### src/ifps_pkg.sv
package ifps_pkg;
   // -----------------------------------------
   // Register offsets on the special-function bus
   // -----------------------------------------
   localparam logic [7:0] ADDR_TRIG = 8'ha4;
   localparam logic [7:0] ADDR_ALO = 8'ha6;
   localparam logic [7:0] ADDR_AHI = 8'ha7;
   localparam logic [7:0] ADDR_DATA = 8'hae;
   localparam logic [7:0] ADDR_CMD = 8'haf;
   localparam logic [7:0] ADDR_CHIP = 8'h9f;
   localparam logic [7:0] ADDR_GUARD = 8'hc7;
   // -----------------------------------------
   // Reset values
   // -----------------------------------------
   localparam logic [7:0] RST_CMD = 8'h30;
   localparam logic [7:0] RST_ZERO = 8'h00;
   // -----------------------------------------
   // Field positions
   // -----------------------------------------
   localparam int REGION_HI = 7;
   localparam int REGION_LO = 6;
   localparam int OE_BIT = 5;
   localparam int CE_BIT = 4;
   localparam int CODE_HI = 3;
   localparam int PEN_BIT = 0;
   localparam int BOOT_BIT = 1;
   localparam int GO_BIT = 0;
   localparam int PAGE_BITS = 7;
   // -----------------------------------------
   // Commands, regions, guard keys, timing
   // -----------------------------------------
   localparam logic [3:0] CMD_READ = 4'h0;
   localparam logic [3:0] CMD_PROG = 4'h1;
   localparam logic [3:0] CMD_ERASE = 4'h2;
   localparam logic [1:0] REGION_CFG = 2'h3;
   localparam logic [7:0] KEY_FIRST = 8'haa;
   localparam logic [7:0] KEY_SECOND = 8'h55;
   localparam logic [2:0] GUARD_WIN_CYC = 3'h4;

   typedef enum logic [2:0] {
      ST_IDLE = 3'b001,
      ST_REQ = 3'b010,
      ST_WAIT = 3'b100
   } ifps_state_t;

   typedef enum logic [2:0] {
      GD_LOCKED = 3'b001,
      GD_KEY = 3'b010,
      GD_OPEN = 3'b100
   } ifps_guard_t;
endpackage : ifps_pkg

### src/ifps_flash_seq.sv
// Summary of operation
// - Boot bit reads 1 after loader-region reboot
// - Setting programming enable starts RC oscillator
// - Enable cleared blocks launch, stops oscillator while ext_clk_sel is high
// - Command register: region, OE, CE, code
// - Command register resets to 0x30
// - Address is high byte and low byte
// - Read result lands in data register
// - Writing 1 to trigger bit 0 launches
// - CPU held while operation runs
// - CPU released when operation completes
// - Launch bit self-clears, always reads 0
// - Trigger reachable only through guarded write
// - Page erase clears aligned 128-byte page
// - Config writes only from loader code
`timescale 1ns/100ps
module ifps_flash_seq (
   input wire logic mclk,
   input wire logic rst,
   input wire logic [7:0] sfr_addr,
   input wire logic [7:0] sfr_wdata,
   input wire logic sfr_wr,
   input wire logic sfr_rd,
   output logic [7:0] sfr_rdata,
   input wire logic boot_from_loader,
   input wire logic cpu_in_loader,
   input wire logic ext_clk_sel,
   output logic rc_osc_en,
   output logic cpu_hold,
   output logic flash_req,
   output logic [17:0] flash_addr,
   output logic [3:0] flash_cmd,
   output logic flash_oe,
   output logic flash_ce,
   output logic [7:0] flash_wdata,
   input wire logic [7:0] flash_rdata,
   input wire logic flash_done
);
   // -----------------------------------------
   // Register state
   // -----------------------------------------
   logic [7:0] cmd_q, cmd_d;
   logic [7:0] alo_q, alo_d;
   logic [7:0] ahi_q, ahi_d;
   logic [7:0] fd_q, fd_d;
   logic pen_q, pen_d;
   logic boot_q, boot_d;
   logic boot_cap_q, boot_cap_d;
   logic [7:0] rdata_q, rdata_d;
   ifps_pkg::ifps_guard_t gd_q, gd_d;
   logic [2:0] gd_cnt_q, gd_cnt_d;
   ifps_pkg::ifps_state_t st_q, st_d;
   logic [17:0] op_addr_q, op_addr_d;
   logic [3:0] op_cmd_q, op_cmd_d;
   logic op_oe_q, op_oe_d;
   logic op_ce_q, op_ce_d;
   logic [7:0] op_wdata_q, op_wdata_d;
   logic wr_trig, wr_chip, guard_open, go_acc, go_block;
   logic [1:0] region;

   function automatic logic is_write_cmd(input logic [3:0] code);
      is_write_cmd = (code == ifps_pkg::CMD_PROG) || (code == ifps_pkg::CMD_ERASE);
   endfunction : is_write_cmd

   // -----------------------------------------
   // Guarded access and launch decode
   // -----------------------------------------
   always_comb begin
      region = cmd_q[ifps_pkg::REGION_HI:ifps_pkg::REGION_LO];
      guard_open = (gd_q == ifps_pkg::GD_OPEN);
      wr_trig = sfr_wr && (sfr_addr == ifps_pkg::ADDR_TRIG) && guard_open;
      wr_chip = sfr_wr && (sfr_addr == ifps_pkg::ADDR_CHIP) && guard_open;
      go_acc = wr_trig && sfr_wdata[ifps_pkg::GO_BIT] && pen_q
               && (st_q == ifps_pkg::ST_IDLE);
      go_block = (region == ifps_pkg::REGION_CFG) && is_write_cmd(cmd_q[ifps_pkg::CODE_HI:0])
                 && !cpu_in_loader;
   end

   always_comb begin
      gd_d = gd_q;
      gd_cnt_d = gd_cnt_q;
      if (sfr_wr && (sfr_addr == ifps_pkg::ADDR_GUARD)) begin
         if (sfr_wdata == ifps_pkg::KEY_FIRST) begin
            gd_d = ifps_pkg::GD_KEY;
         end else if (sfr_wdata == ifps_pkg::KEY_SECOND && gd_q == ifps_pkg::GD_KEY) begin
            gd_d = ifps_pkg::GD_OPEN;
            gd_cnt_d = ifps_pkg::GUARD_WIN_CYC;
         end else begin
            gd_d = ifps_pkg::GD_LOCKED;
         end
      end else if (sfr_wr) begin
         gd_d = ifps_pkg::GD_LOCKED;
      end else if (gd_q == ifps_pkg::GD_OPEN) begin
         if (gd_cnt_q == 3'h1) begin
            gd_d = ifps_pkg::GD_LOCKED;
         end
         gd_cnt_d = gd_cnt_q - 3'h1;
      end
   end

   always_ff @(posedge mclk or posedge rst) begin
      if (rst) begin
         gd_q <= ifps_pkg::GD_LOCKED;
         gd_cnt_q <= 3'h0;
      end else begin
         gd_q <= gd_d;
         gd_cnt_q <= gd_cnt_d;
      end
   end

   // -----------------------------------------
   // Software registers
   // -----------------------------------------
   always_comb begin
      cmd_d = cmd_q;
      alo_d = alo_q;
      ahi_d = ahi_q;
      fd_d = fd_q;
      pen_d = pen_q;
      boot_d = boot_q;
      boot_cap_d = 1'b1;
      rdata_d = rdata_q;
      if (!boot_cap_q) begin
         boot_d = boot_from_loader;
      end
      if (sfr_wr) begin
         if (sfr_addr == ifps_pkg::ADDR_CMD) begin
            cmd_d = sfr_wdata;
         end else if (sfr_addr == ifps_pkg::ADDR_ALO) begin
            alo_d = sfr_wdata;
         end else if (sfr_addr == ifps_pkg::ADDR_AHI) begin
            ahi_d = sfr_wdata;
         end else if (sfr_addr == ifps_pkg::ADDR_DATA) begin
            fd_d = sfr_wdata;
         end
      end
      if (wr_chip) begin
         pen_d = sfr_wdata[ifps_pkg::PEN_BIT];
      end
      // Read result wins over a same-cycle software write
      if (st_q == ifps_pkg::ST_WAIT && flash_done && !is_write_cmd(op_cmd_q)) begin
         fd_d = flash_rdata;
      end
      if (sfr_rd) begin
         if (sfr_addr == ifps_pkg::ADDR_CMD) begin
            rdata_d = cmd_q;
         end else if (sfr_addr == ifps_pkg::ADDR_ALO) begin
            rdata_d = alo_q;
         end else if (sfr_addr == ifps_pkg::ADDR_AHI) begin
            rdata_d = ahi_q;
         end else if (sfr_addr == ifps_pkg::ADDR_DATA) begin
            rdata_d = fd_q;
         end else if (sfr_addr == ifps_pkg::ADDR_CHIP) begin
            rdata_d = ifps_pkg::RST_ZERO;
            rdata_d[ifps_pkg::BOOT_BIT] = boot_q;
            rdata_d[ifps_pkg::PEN_BIT] = pen_q;
         end else begin
            rdata_d = ifps_pkg::RST_ZERO;
         end
      end
   end

   always_ff @(posedge mclk or posedge rst) begin
      if (rst) begin
         cmd_q <= ifps_pkg::RST_CMD;
         alo_q <= ifps_pkg::RST_ZERO;
         ahi_q <= ifps_pkg::RST_ZERO;
         fd_q <= ifps_pkg::RST_ZERO;
         pen_q <= 1'b0;
         boot_q <= 1'b0;
         boot_cap_q <= 1'b0;
         rdata_q <= ifps_pkg::RST_ZERO;
      end else begin
         cmd_q <= cmd_d;
         alo_q <= alo_d;
         ahi_q <= ahi_d;
         fd_q <= fd_d;
         pen_q <= pen_d;
         boot_q <= boot_d;
         boot_cap_q <= boot_cap_d;
         rdata_q <= rdata_d;
      end
   end

   // -----------------------------------------
   // Operation sequencer
   // -----------------------------------------
   always_comb begin
      st_d = st_q;
      op_addr_d = op_addr_q;
      op_cmd_d = op_cmd_q;
      op_oe_d = op_oe_q;
      op_ce_d = op_ce_q;
      op_wdata_d = op_wdata_q;
      case (st_q)
         ifps_pkg::ST_IDLE: begin
            if (go_acc && !go_block) begin
               st_d = ifps_pkg::ST_REQ;
               op_addr_d = {region, ahi_q, alo_q};
               op_cmd_d = cmd_q[ifps_pkg::CODE_HI:0];
               op_oe_d = cmd_q[ifps_pkg::OE_BIT];
               op_ce_d = cmd_q[ifps_pkg::CE_BIT];
               op_wdata_d = fd_q;
               if (cmd_q[ifps_pkg::CODE_HI:0] == ifps_pkg::CMD_ERASE) begin
                  op_addr_d[ifps_pkg::PAGE_BITS-1:0] = '0;
               end
            end
         end
         ifps_pkg::ST_REQ: begin
            st_d = ifps_pkg::ST_WAIT;
         end
         ifps_pkg::ST_WAIT: begin
            if (flash_done) begin
               st_d = ifps_pkg::ST_IDLE;
            end
         end
         default: begin
            st_d = ifps_pkg::ST_IDLE;
         end
      endcase
   end

   always_ff @(posedge mclk or posedge rst) begin
      if (rst) begin
         st_q <= ifps_pkg::ST_IDLE;
         op_addr_q <= 18'h0_0000;
         op_cmd_q <= 4'h0;
         op_oe_q <= 1'b0;
         op_ce_q <= 1'b0;
         op_wdata_q <= ifps_pkg::RST_ZERO;
      end else begin
         st_q <= st_d;
         op_addr_q <= op_addr_d;
         op_cmd_q <= op_cmd_d;
         op_oe_q <= op_oe_d;
         op_ce_q <= op_ce_d;
         op_wdata_q <= op_wdata_d;
      end
   end

   // -----------------------------------------
   // Outputs
   // -----------------------------------------
   assign sfr_rdata = rdata_q;
   assign rc_osc_en = pen_q || !ext_clk_sel;
   assign cpu_hold = (st_q != ifps_pkg::ST_IDLE);
   assign flash_req = (st_q == ifps_pkg::ST_REQ);
   assign flash_addr = op_addr_q;
   assign flash_cmd = op_cmd_q;
   assign flash_oe = op_oe_q;
   assign flash_ce = op_ce_q;
   assign flash_wdata = op_wdata_q;
endmodule : ifps_flash_seq

### config.mk
export PLATFORM = sky130hd
export DESIGN_NAME = ifps_flash_seq
export DESIGN_NICKNAME = d
export VERILOG_FILES = /design/src/ifps_pkg.sv /design/src/ifps_flash_seq.sv
export SDC_FILE = /design/constraint.sdc
export NUM_CORES = 1
export LEC_CHECK = 0
export BUFFER_PORTS_ARGS = -buffer_cell sky130_fd_sc_hd__buf_2
export CAP_MARGIN = 10
export CORE_UTILIZATION = 60
export CTS_CLUSTER_DIAMETER = 60
export DETAILED_ROUTE_END_ITERATION = 10
export GPL_ROUTABILITY_DRIVEN = 1
export PLACE_DENSITY = 0.95
export RECOVER_POWER = 100
export SYNTH_ARGS = -nofsm -noshare
export SYNTH_HDL_FRONTEND = slang
export SYNTH_SLANG_ARGS = --single-unit
export TNS_END_PERCENT = 1
### constraint.sdc
create_clock -name mclk -period 4.33 [get_ports mclk]
set_input_delay 0.866 -clock mclk [delete_from_list [all_inputs] [get_ports mclk]]
set_output_delay 0.866 -clock mclk [all_outputs]
set_load 0.05 [all_outputs]
## After elaboration in Yosys (flattened, before gate mapping)

Index checks and enable logic that the tools add are counted.

- Flip-flop bits (word level): 84
- Input bits: 32
- Output and inout port bits: 43
- Logic and storage cells: 108

- $add $sub $neg: 1
- Eq/ne operators: 29
- Muxes and demuxes: 26
- Bitwise logic cells: 2
- Reduce and logical (&&, ||, !) cells: 34

Operators with widths:

| kind | count |
|---|---|
| 2-to-1 mux 8 bit | 10 |
| == test 8 bit (second input constant) | 8 |
| 2-to-1 mux 3 bit | 13 |
| logical AND 1 bit | 14 |
| inequality test 2 x 1 -> 1 bit (second input constant) | 6 |
| case mux 3 bit (3 select lines) | 1 |
| == test 4 x 1 -> 1 bit (second input constant) | 2 |
| == test 4 x 2 -> 1 bit (second input constant) | 2 |
| == test 8 x 7 -> 1 bit (second input constant) | 1 |
| AND reduction 2 bit | 4 |
| AND reduction 4 bit | 2 |
| 2-to-1 mux 7 bit | 1 |
| == test 3 x 1 -> 1 bit (second input constant) | 2 |
| == test 3 x 2 -> 1 bit (second input constant) | 2 |
| == test 3 bit (second input constant) | 2 |
| nonzero test 2 bit | 3 |
| nonzero test 3 bit | 2 |
| AND reduction 5 bit | 1 |
| zero test 1 bit | 4 |
| inequality test 2 bit (second input constant) | 2 |
| logical OR 1 bit | 3 |
| inequality test 3 x 1 -> 1 bit (second input constant) | 1 |
| AND reduction 3 bit | 1 |
| subtractor 3 x 1 -> 3 bit (second input constant) | 1 |
| other kinds (3) | 4 |

## Depth between registers and ports, before layout

Gate-level depths: netlist (run 1).

- Word-level depth: 9
- Gate-level depth with buffers: 6

## Least setup slack after synthesis (run 1)

Ideal clock, no wire load.

- Path type: input port to flip-flop
- From: input port sfr_wr
- To: register op_addr_q[0] (netlist: flash_addr[0])
- Library setup time: 125 ps
- Arrival time: 2378 ps
- Slack: 1827 ps
- Stages on the path: 6
- Path buffers: 2
- Cells stage by stage: buf_6 > nand2b_4 > or4b_4 > nor3_4 > buf_6 > mux2_4

- Longest elaborated chain between the ends: 7

RTL lines:

| what | line | source |
|---|---|---|
| from (decl) | ifps_flash_seq.sv:22 | `input wire logic sfr_wr,` |
| logical AND 1 bit (2 in a row) | ifps_flash_seq.sv:71 | `wr_trig = sfr_wr && (sfr_addr == ifps_pkg::ADDR_TRIG) && guard_open;` |
| logical AND 1 bit (2 in a row) | ifps_flash_seq.sv:73 | `go_acc = wr_trig && sfr_wdata[ifps_pkg::GO_BIT] && pen_q` |
| logical AND 1 bit | ifps_flash_seq.sv:74 | `&& (st_q == ifps_pkg::ST_IDLE);` |
| logical AND 1 bit | ifps_flash_seq.sv:197 | `if (go_acc && !go_block) begin` |
| AND reduction 2 bit (no source line) | -- |  |
| to (signal assigned) | ifps_flash_seq.sv:233 | `op_addr_q <= op_addr_d;` |
| to (decl) | ifps_flash_seq.sv:53 | `logic [17:0] op_addr_q, op_addr_d;` |

Every way passes these cells.
A chain may end at the register's enable or synchronous reset.

## Worst setup path in the final report (run 1)

- From: input port sfr_addr[0]
- To: register op_wdata_q[5] (netlist: flash_wdata[5])

- Longest elaborated chain between the ends: 8

RTL lines:

| what | line | source |
|---|---|---|
| from (decl) | ifps_flash_seq.sv:20 | `input wire logic [7:0] sfr_addr,` |
| == test 8 bit | ifps_flash_seq.sv:71 |  |
| logical AND 1 bit (2 in a row) | ifps_flash_seq.sv:71 |  |
| logical AND 1 bit (2 in a row) | ifps_flash_seq.sv:73 |  |
| logical AND 1 bit | ifps_flash_seq.sv:74 |  |
| logical AND 1 bit | ifps_flash_seq.sv:197 |  |
| AND reduction 2 bit (no source line) | -- |  |
| to (signal assigned) | ifps_flash_seq.sv:230 | `op_wdata_q <= ifps_pkg::RST_ZERO;` |
| to (signal assigned) | ifps_flash_seq.sv:237 | `op_wdata_q <= op_wdata_d;` |
| to (decl) | ifps_flash_seq.sv:57 | `logic [7:0] op_wdata_q, op_wdata_d;` |

Every way passes these cells.

==> results of run 1 <==
## routing by layer
metal,GRT usage (%),vias to the layer above,routed length [um]
met5,0,-,0
met4,12.63,0,259
li1,-,1273,-
met3,5.638,23,515
met2,42.35,100,4190
met1,35.99,1421,3783
## layout make-up
type                       count  area [sq um]  share of cell area (%)
clock buffer                   9         123.9                   2.782
clock inverter                 7         82.58                   1.854
multi-input combinational    197          1640                   36.84
timing repair buffer          79         345.3                   7.755
inverter                      15         57.56                   1.292
tap                           77         96.34                   2.164
sequential                    84          2107                   47.32
## Yosys cell counts (all sizes together) (3+ instances only)
cell,n
a21oi,10
buf,7
clkbuf,6
dfrtp,80
dfstp,4
inv,15
mux2,57
mux2i,7
mux4,6
nand2,6
nand2b,11
nand3,11
nand4b,3
nor2,16
nor2b,9
nor3,8
nor4,3
nor4bb,5
o21ai,11
## flip-flops by register name, indices dropped and copies added (netlist names), 4 cells and up
| name | count |
|---|---|
| ahi_q | 8 |
| alo_q | 8 |
| cmd_q | 8 |
| fd_q | 8 |
| flash_addr | 18 |
| flash_cmd | 4 |
| flash_wdata | 8 |
| sfr_rdata | 8 |
## power by group through the flow
stage	sequential, uW	clock (uW)	combinational [uW]
floorplan	835	0	67.9
CTS	826	593	105
global route	830	631	114
finish	826	592	103
global placement	840	0	98.7
detailed placement	842	0	105
## logic make-up after synthesis
group	Yosys count	synth area share (%)
AND/OR/NAND/NOR	87	13.61
flip-flops	84	52.67
multiplexers	70	23.80
AO/OA/AOI/OAI	35	5.380
buffers and inverters	28	3.378
adder cells (fa/ha/maj)	2	0.6255
XOR/XNOR	2	0.4380
other	1	0.09375
## how the worst max path moves through the flow
stage                            from              to  slack [ns]  cells after the start
final                     sfr_addr[0]  flash_wdata[5]        1.22                      6
after global routing      sfr_addr[0]  flash_wdata[5]        1.15                      6
after CTS                 sfr_addr[0]  flash_addr[12]        1.78                      6
after detailed placement  sfr_addr[0]  flash_addr[12]        1.39                      6
after global placement    sfr_addr[0]  flash_addr[11]        1.48                      6
after floorplan                   rst        ahi_q[0]        1.31                      1
## per-stage QoR
stage / hold WS [ns] / util (%)
detailed placement: 0.4831 / 69.28
global route: 0.5069 / 69.73
floorplan: 0.4590 / -
global placement: 0.4766 / 69.28
finish: 0.4964 / 69.73
CTS: 0.5037 / 72.51
## worst max-delay path, stage by stage
cell	delay (ns)
clkbuf_1	0.40
nand2b_1	0.34
or4b_1	0.57
nor3_1	0.26
clkbuf_1	0.54
mux2_1	0.39
==> results.tsv, run 1 <==
stage	metric	value	unit
synthesis	Net Count, Synth	343	
sta	RSZ-0062 raised after global routing	false	
synthesis	cells after synthesis	309	
sta	Final Cycle Share	71.84	%
pwr	P_leak	0.002166	uW
synthesis	yosys warns	0	
sta	Final Setup Violations	0	
worst_hold_path	Hold Path Class	register to register	
cells_and_area	Final #Nets	420	
grt	Tot GR Track Use	26.89	%
pwr	Pwr Total	1522	uW
cts	CTS Buffer Depth	2	
synthesis	top post-synthesis cells by area	dfrtp_1, mux2_4, mux2_2	
synthesis	Unique masters post-synth	51	
synthesis	post-synth top area share	50.05	%
cts	total CTS buffers	9	
placed_design	placed cells	451	
cells_and_area	n_diodes	0	
routing	antenna viol nets, final	0	
synthesis	FF+latch count, synth	84	
placed_design	Place WS	1.392	ns
pwr	sequential share of power	54.3	%
setup_path	Reg-to-Reg End	flash_wdata[5]	
synthesis	synthesized area	4000	sq um
sta	Max transition margin	-81.15	%
sta	Peak Freq	0.3215	GHz
cts	Skew-Pair Late Insertion Delay	0.37	ns
pwr	sw frac	25.95	%
setup_path	worst-path maximum fanout	21	
die	row cnt	29	
die	Initial Util	62.64	%
sta	Least-Margin Pin Slew	2.702	ns
grt	gr ovfl total	0	
placed_design	HPWL after detailed placement	6112	um
cts	Post CTS Setup Buffer Count	0	
cts	clk root buf	clkbuf_8	
setup_path	crit path launch type	input port	
routing	vias per inst	6.019	
cts	Clock Sinks	84	
pwr	Clk pwr share	38.9	%
cts	H-tree Lvls	3	
worst_hold_path	WHS Endpoint	flash_wdata[1]	
setup_path	WS Path Type	input port to register	
worst_hold_path	hold path depth	1	
sta	setup ws final	1.219	ns
synthesis	ys async rst share	100.0	%
routing	Routed WL	8748	um
cts	TritonCTS clock tree	yes	
placed_design	placed instance area	4424	sq um
grt	vias in the first global route	2827	
synthesis	Avg Cell Area, Syn	12.95	sq um
cts	Hold Buf Count CTS	0	
cells_and_area	fillers	492	
routing	1st-iter DRT viols	205	
die	Die X	83.65	um
synthesis	top_reg_cell synth	dfrtp_1	
setup_path	R2R depth	5	
cts	Resized cells post-CTS	0	
cells_and_area	Post-Layout Inst Area	4453	sq um
cells_and_area	layout overhead on the synthesized area	11.32	%
pwr	Int Pwr	1127	uW
die	die height	83.65	um
cells_and_area	Layout Cells excl Fill	468	
sta	TNS Setup	0	ns
pwr	combinational group share of total power	6.8	%
setup_path	Critical Path RT	4.59	ns
routing	DR vias	2817	
grt	largest net degree at the start of global routing	65	
outcome	failing checks	capacitance limit, slew limit	
grt	initial antenna violation count	0	
sta	Slew Limit Fails	65	
setup_path	R2R Setup Slk	1.93	ns
setup_path	WP data arrival	3.37	ns
outcome	outcome	finished, violations left	
routing	wire per inst	18.69	um
pwr	P per Cell Area	341.7	nW/um^2
synthesis	register area share after synthesis	52.67	%
die	io pins	75	
cells_and_area	most frequent cells in the layout	dfrtp_1, clkbuf_1, mux2_1	
worst_hold_path	hold wc startpoint	flash_wdata[1]	
placed_design	I/O Buffers	74	
cells_and_area	most common cell after layout, fill and taps aside	dfrtp_1	
routing	DRT Pass-1 Iters	5	
pwr	Psw	395.0	uW
pwr	worst vdd ir	0.2644	mV
synthesis	Synth area leader	dfrtp_1	
synthesis	Post-synth EDFFs	0	
cells_and_area	proportion of layout cells with a drive suffix above 1	22.25	%
run	MaxCap Viol Count	1	
placed_design	Final Wtd Congestion	0.8483	
die	Die ar.	6997	sq um
die	Core Region	6386	sq um
setup_path	worst r2r src	gd_q[1]	
cts	CTS clk-pin slew, worst paths	0.09	ns
routing	DRC Markers	0	
setup_path	Worst Setup End Kind	register	
sta	count of final hold-check violations	0	
sta	Final min period	3.111	ns
sta	clock skew	0.009543	ns
grt	first-pass GRT wire length	14350	um
Note: power is estimated with default switching activity, not from simulation.
==> run 2: changes to the inputs <==
Settings changed: ABC_AREA set to 1, CORE_UTILIZATION 60 to 50, PLACE_DENSITY 0.95 to 0.87.
Clock period 4.33 ns to 2.8 ns, I/O delays scaled along.
==> run 2 against run 1 <==
The run still ends with capacitance limit, slew limit left. Die area grew 17%. Sequential power rose by 55%. Critical path depth down 2. Worst setup slack lost 0.75 ns. Power up 59%. Final cell count increased by 41%. Synthesized cell count increased by 56%. Clock power increased by 65%. Via count increased by 21%. Area after synthesis fell by 2.2%. Largest cell class unchanged. Highest routed layer unchanged.
==> results.tsv, run 2 <==
stage	metric	value	unit	change
sta	TNS Setup	0	ns	unchanged
synthesis	register area share after synthesis	53.85	%	+1.2 points
pwr	worst vdd ir	0.2516	mV	-4.8%
placed_design	Place WS	0.5705	ns	-0.8212 ns
routing	wire per inst	14.79	um	-21%
cells_and_area	n_diodes	0		unchanged
cts	Hold Buf Count CTS	0		unchanged
cts	clk root buf	clkbuf_8		
sta	Final Setup Violations	0		unchanged
grt	Tot GR Track Use	26.39	%	-0.50 points
synthesis	mux cell area share after synthesis	0.2878	%	-24 points
cells_and_area	Post-Layout Inst Area	4494	sq um	+0.93%
cells_and_area	proportion of layout cells with a drive suffix above 1	10.89	%	-11 points
run	MaxCap Viol Count	1		unchanged
setup_path	crit path cell chain	clkinv_1 -> nor3_1 -> inv_1 -> buf_2		
cts	CTS clk-pin slew, worst paths	0.09	ns	about the same
routing	DR vias	3420		+21%
die	Core Region	7408	sq um	+16%
die	Initial Util	52.81	%	-9.8 points
cts	Skew-Pair Late Insertion Delay	0.37	ns	about the same
sta	setup ws final	0.4644	ns	-0.7548 ns
sta	Fin Hold WS	0.4368	ns	-0.05957 ns
synthesis	post-synth top area share	51.17	%	+1.1 points
routing	antenna viol nets, final	0		unchanged
outcome	outcome	finished, violations left		
setup_path	WP data arrival	1.78	ns	-1.59 ns
placed_design	I/O Buffers	74		unchanged
sta	Slew Limit Fails	37		-43%
placed_design	HPWL after detailed placement	7224	um	+18%
synthesis	Post-synth EDFFs	0		unchanged
sta	Final min period	2.336	ns	
cells_and_area	most common cell after layout, fill and taps aside	nand2_1		
synthesis	Net Count, Synth	515		+50%
synthesis	top post-synthesis cells by area	dfrtp_1, nand2_1, o21ai_0		
synthesis	Synth Area in Adders	0.6396	%	+0.014 points
routing	DRT Pass-1 Iters	4		-1
grt	initial antenna violation count	0		unchanged
sta	clock skew	0.01180	ns	+0.002259 ns
grt	vias in the first global route	3292		+16%
synthesis	Unique masters post-synth	31		-39%
synthesis	cells after synthesis	481		+56%
die	die height	90.46	um	+8.1%
cells_and_area	register area	2107	sq um	unchanged
cells_and_area	max FFs per register	18		unchanged
setup_path	Worst Setup End Kind	output pin		
sta	Peak Freq	0.4282	GHz	
sta	Final Cycle Share	83.41	%	
worst_hold_path	Hold Path Class	input port to register		
routing	Routed WL	9746	um	+11%
synthesis	largest family of logic cells by synthesized area	simple AND/OR/NAND/NOR gates		
cells_and_area	Final #Nets	589		+40%
setup_path	CP delay by family, top	flip-flops		
synthesis	FF+latch count, synth	84		unchanged
pwr	P per Cell Area	536.7	nW/um^2	+57%
cells_and_area	layout overhead on the synthesized area	14.87	%	
setup_path	CP max stage delay	0.63	ns	+0.06 ns
die	Die X	90.46	um	+8.1%
synthesis	Post-Synth Simple-Gate Area	30.60	%	+17 points
synthesis	Post-synth top cells	nand2_1, dfrtp_1, o21ai_0		
pwr	P_leak	0.002272	uW	+4.9%
cts	H-tree Lvls	3		unchanged
sta	Least-Margin Pin Slew	1.582	ns	-1.120 ns
cts	CTS Buffer Depth	2		unchanged
routing	1st-iter DRT viols	256		+25%
cts	TritonCTS clock tree	yes		
synthesis	xor and xnor area share after synthesis	0.4477	%	+0.0098 points
synthesis	most frequent cell after synthesis	nand2_1		
setup_path	crit path launch type	register		
synthesis	Synth area leader	dfrtp_1		
synthesis	Avg Cell Area, Syn	8.134	sq um	-37%
routing	vias per inst	5.190		-14%
setup_path	worst-path maximum fanout	4		-81%
cells_and_area	fillers	697		+42%
cells_and_area	area of the multi-input gates	1514	sq um	-7.7%
synthesis	complex-gate fraction of the synthesized area	7.451	%	+2.1 points
synthesis	top_reg_cell synth	dfrtp_1		
cts	Post CTS Setup Buffer Count	0		unchanged
grt	largest net degree at the start of global routing	49		-25%
setup_path	WS Path Type	register to output pin		
die	row cnt	31		+6.9%
cts	total CTS buffers	9		unchanged
sta	RSZ-0062 raised after global routing	false		
cts	Clock Sinks	84		unchanged
die	Die ar.	8183	sq um	+17%
placed_design	placed instance area	4358	sq um	-1.5%
synthesis	ys async rst share	100.0	%	unchanged
setup_path	Critical Path RT	2.24	ns	-2.35 ns
cells_and_area	most frequent cells in the layout	nand2_1, dfrtp_1, o21ai_0		
die	io pins	75		unchanged
sta	count of final hold-check violations	0		unchanged
synthesis	synthesized area	3913	sq um	-2.2%
sta	Max transition margin	-6.075	%	+75 points
outcome	failing checks	capacitance limit, slew limit		
cts	Resized cells post-CTS	0		unchanged
routing	DRC Markers	0		unchanged
grt	gr ovfl total	0		unchanged
setup_path	Buf/Inv on CP	3		+1
setup_path	crit path max-delay cell type	dfstp_1		
placed_design	Final Wtd Congestion	0.9028		+6.4%
synthesis	yosys warns	0		unchanged
grt	first-pass GRT wire length	16650	um	+16%
==> run 2: cell count changes after synthesis, sizes merged, moves of 7 or more <==
cell,change
o21ai,+43
inv,+28
nand2,+180
mux2,-56
nand2b,-11
a21oi,-8
nand3,+39
mux2i,-7
nor2b,-9
nor2,+9
==> run 2: cells by family (layout without fill, tap and decap cells) <==
group                      after synthesis  after routing
buffers and inverters                   57            136
adders and majority gates                2              2
AOI/OAI and AO/OA                       56             56
muxes                                    1              1
other                                    1              1
xor gates and xnor gates                 2              2
and+or+nand+nor                        278            278
DFF                                     84             84
==> run 2: stage by stage <==
step	power [uW]	cells	util (%)
floorplan	1390	481	-
global placement	1459	643	58.82
detailed placement	1464	643	58.82
CTS	2422	659	61.86
global route	2504	659	60.67
finish	2412	659	60.67
==> run 2: worst paths after layout <==
kind	from	to	slack, ns	depth (start not counted)
max	st_q[0]	cpu_hold	0.46	4
min	boot_from_loader	boot_q	0.44	2
max reg2reg	st_q[0]	flash_addr[7]	0.52	8
min reg2reg	flash_wdata[6]	flash_wdata[6]	0.48	2
max in group asynchronous	rst	cmd_q[5]	1.32	3
min in group asynchronous	rst	st_q[1]	0.56	2
==> run 2: area by class of cell <==
type / count / area share, %
Multi-Input combinational cell: 340 / 33.69
Tap cell: 99 / 2.756
Inverter: 43 / 3.619
Sequential cell: 84 / 46.88
Clock inverter: 6 / 1.949
Clock buffer: 10 / 3.062
Timing Repair Buffer: 77 / 8.046
==> run 2: layer usage <==
metal | GRT usage [%] | wire [um] | vias up
met5 | 0 | 0 | -
met1 | 37.22 | 4552 | 1606
met3 | 5.556 | 533 | 11
li1 | - | - | 1686
met2 | 41.48 | 4525 | 117
met4 | 6.989 | 135 | 0
==> run 2: power breakdown <==
| part | switching (uW) | internal, uW | leakage [uW] |
|---|---|---|---|
| Sequential | 33.0 | 1250 | 0.00112 |
| Clock | 448 | 527 | 0.000116 |
| Combinational | 106 | 49.3 | 0.00103 |
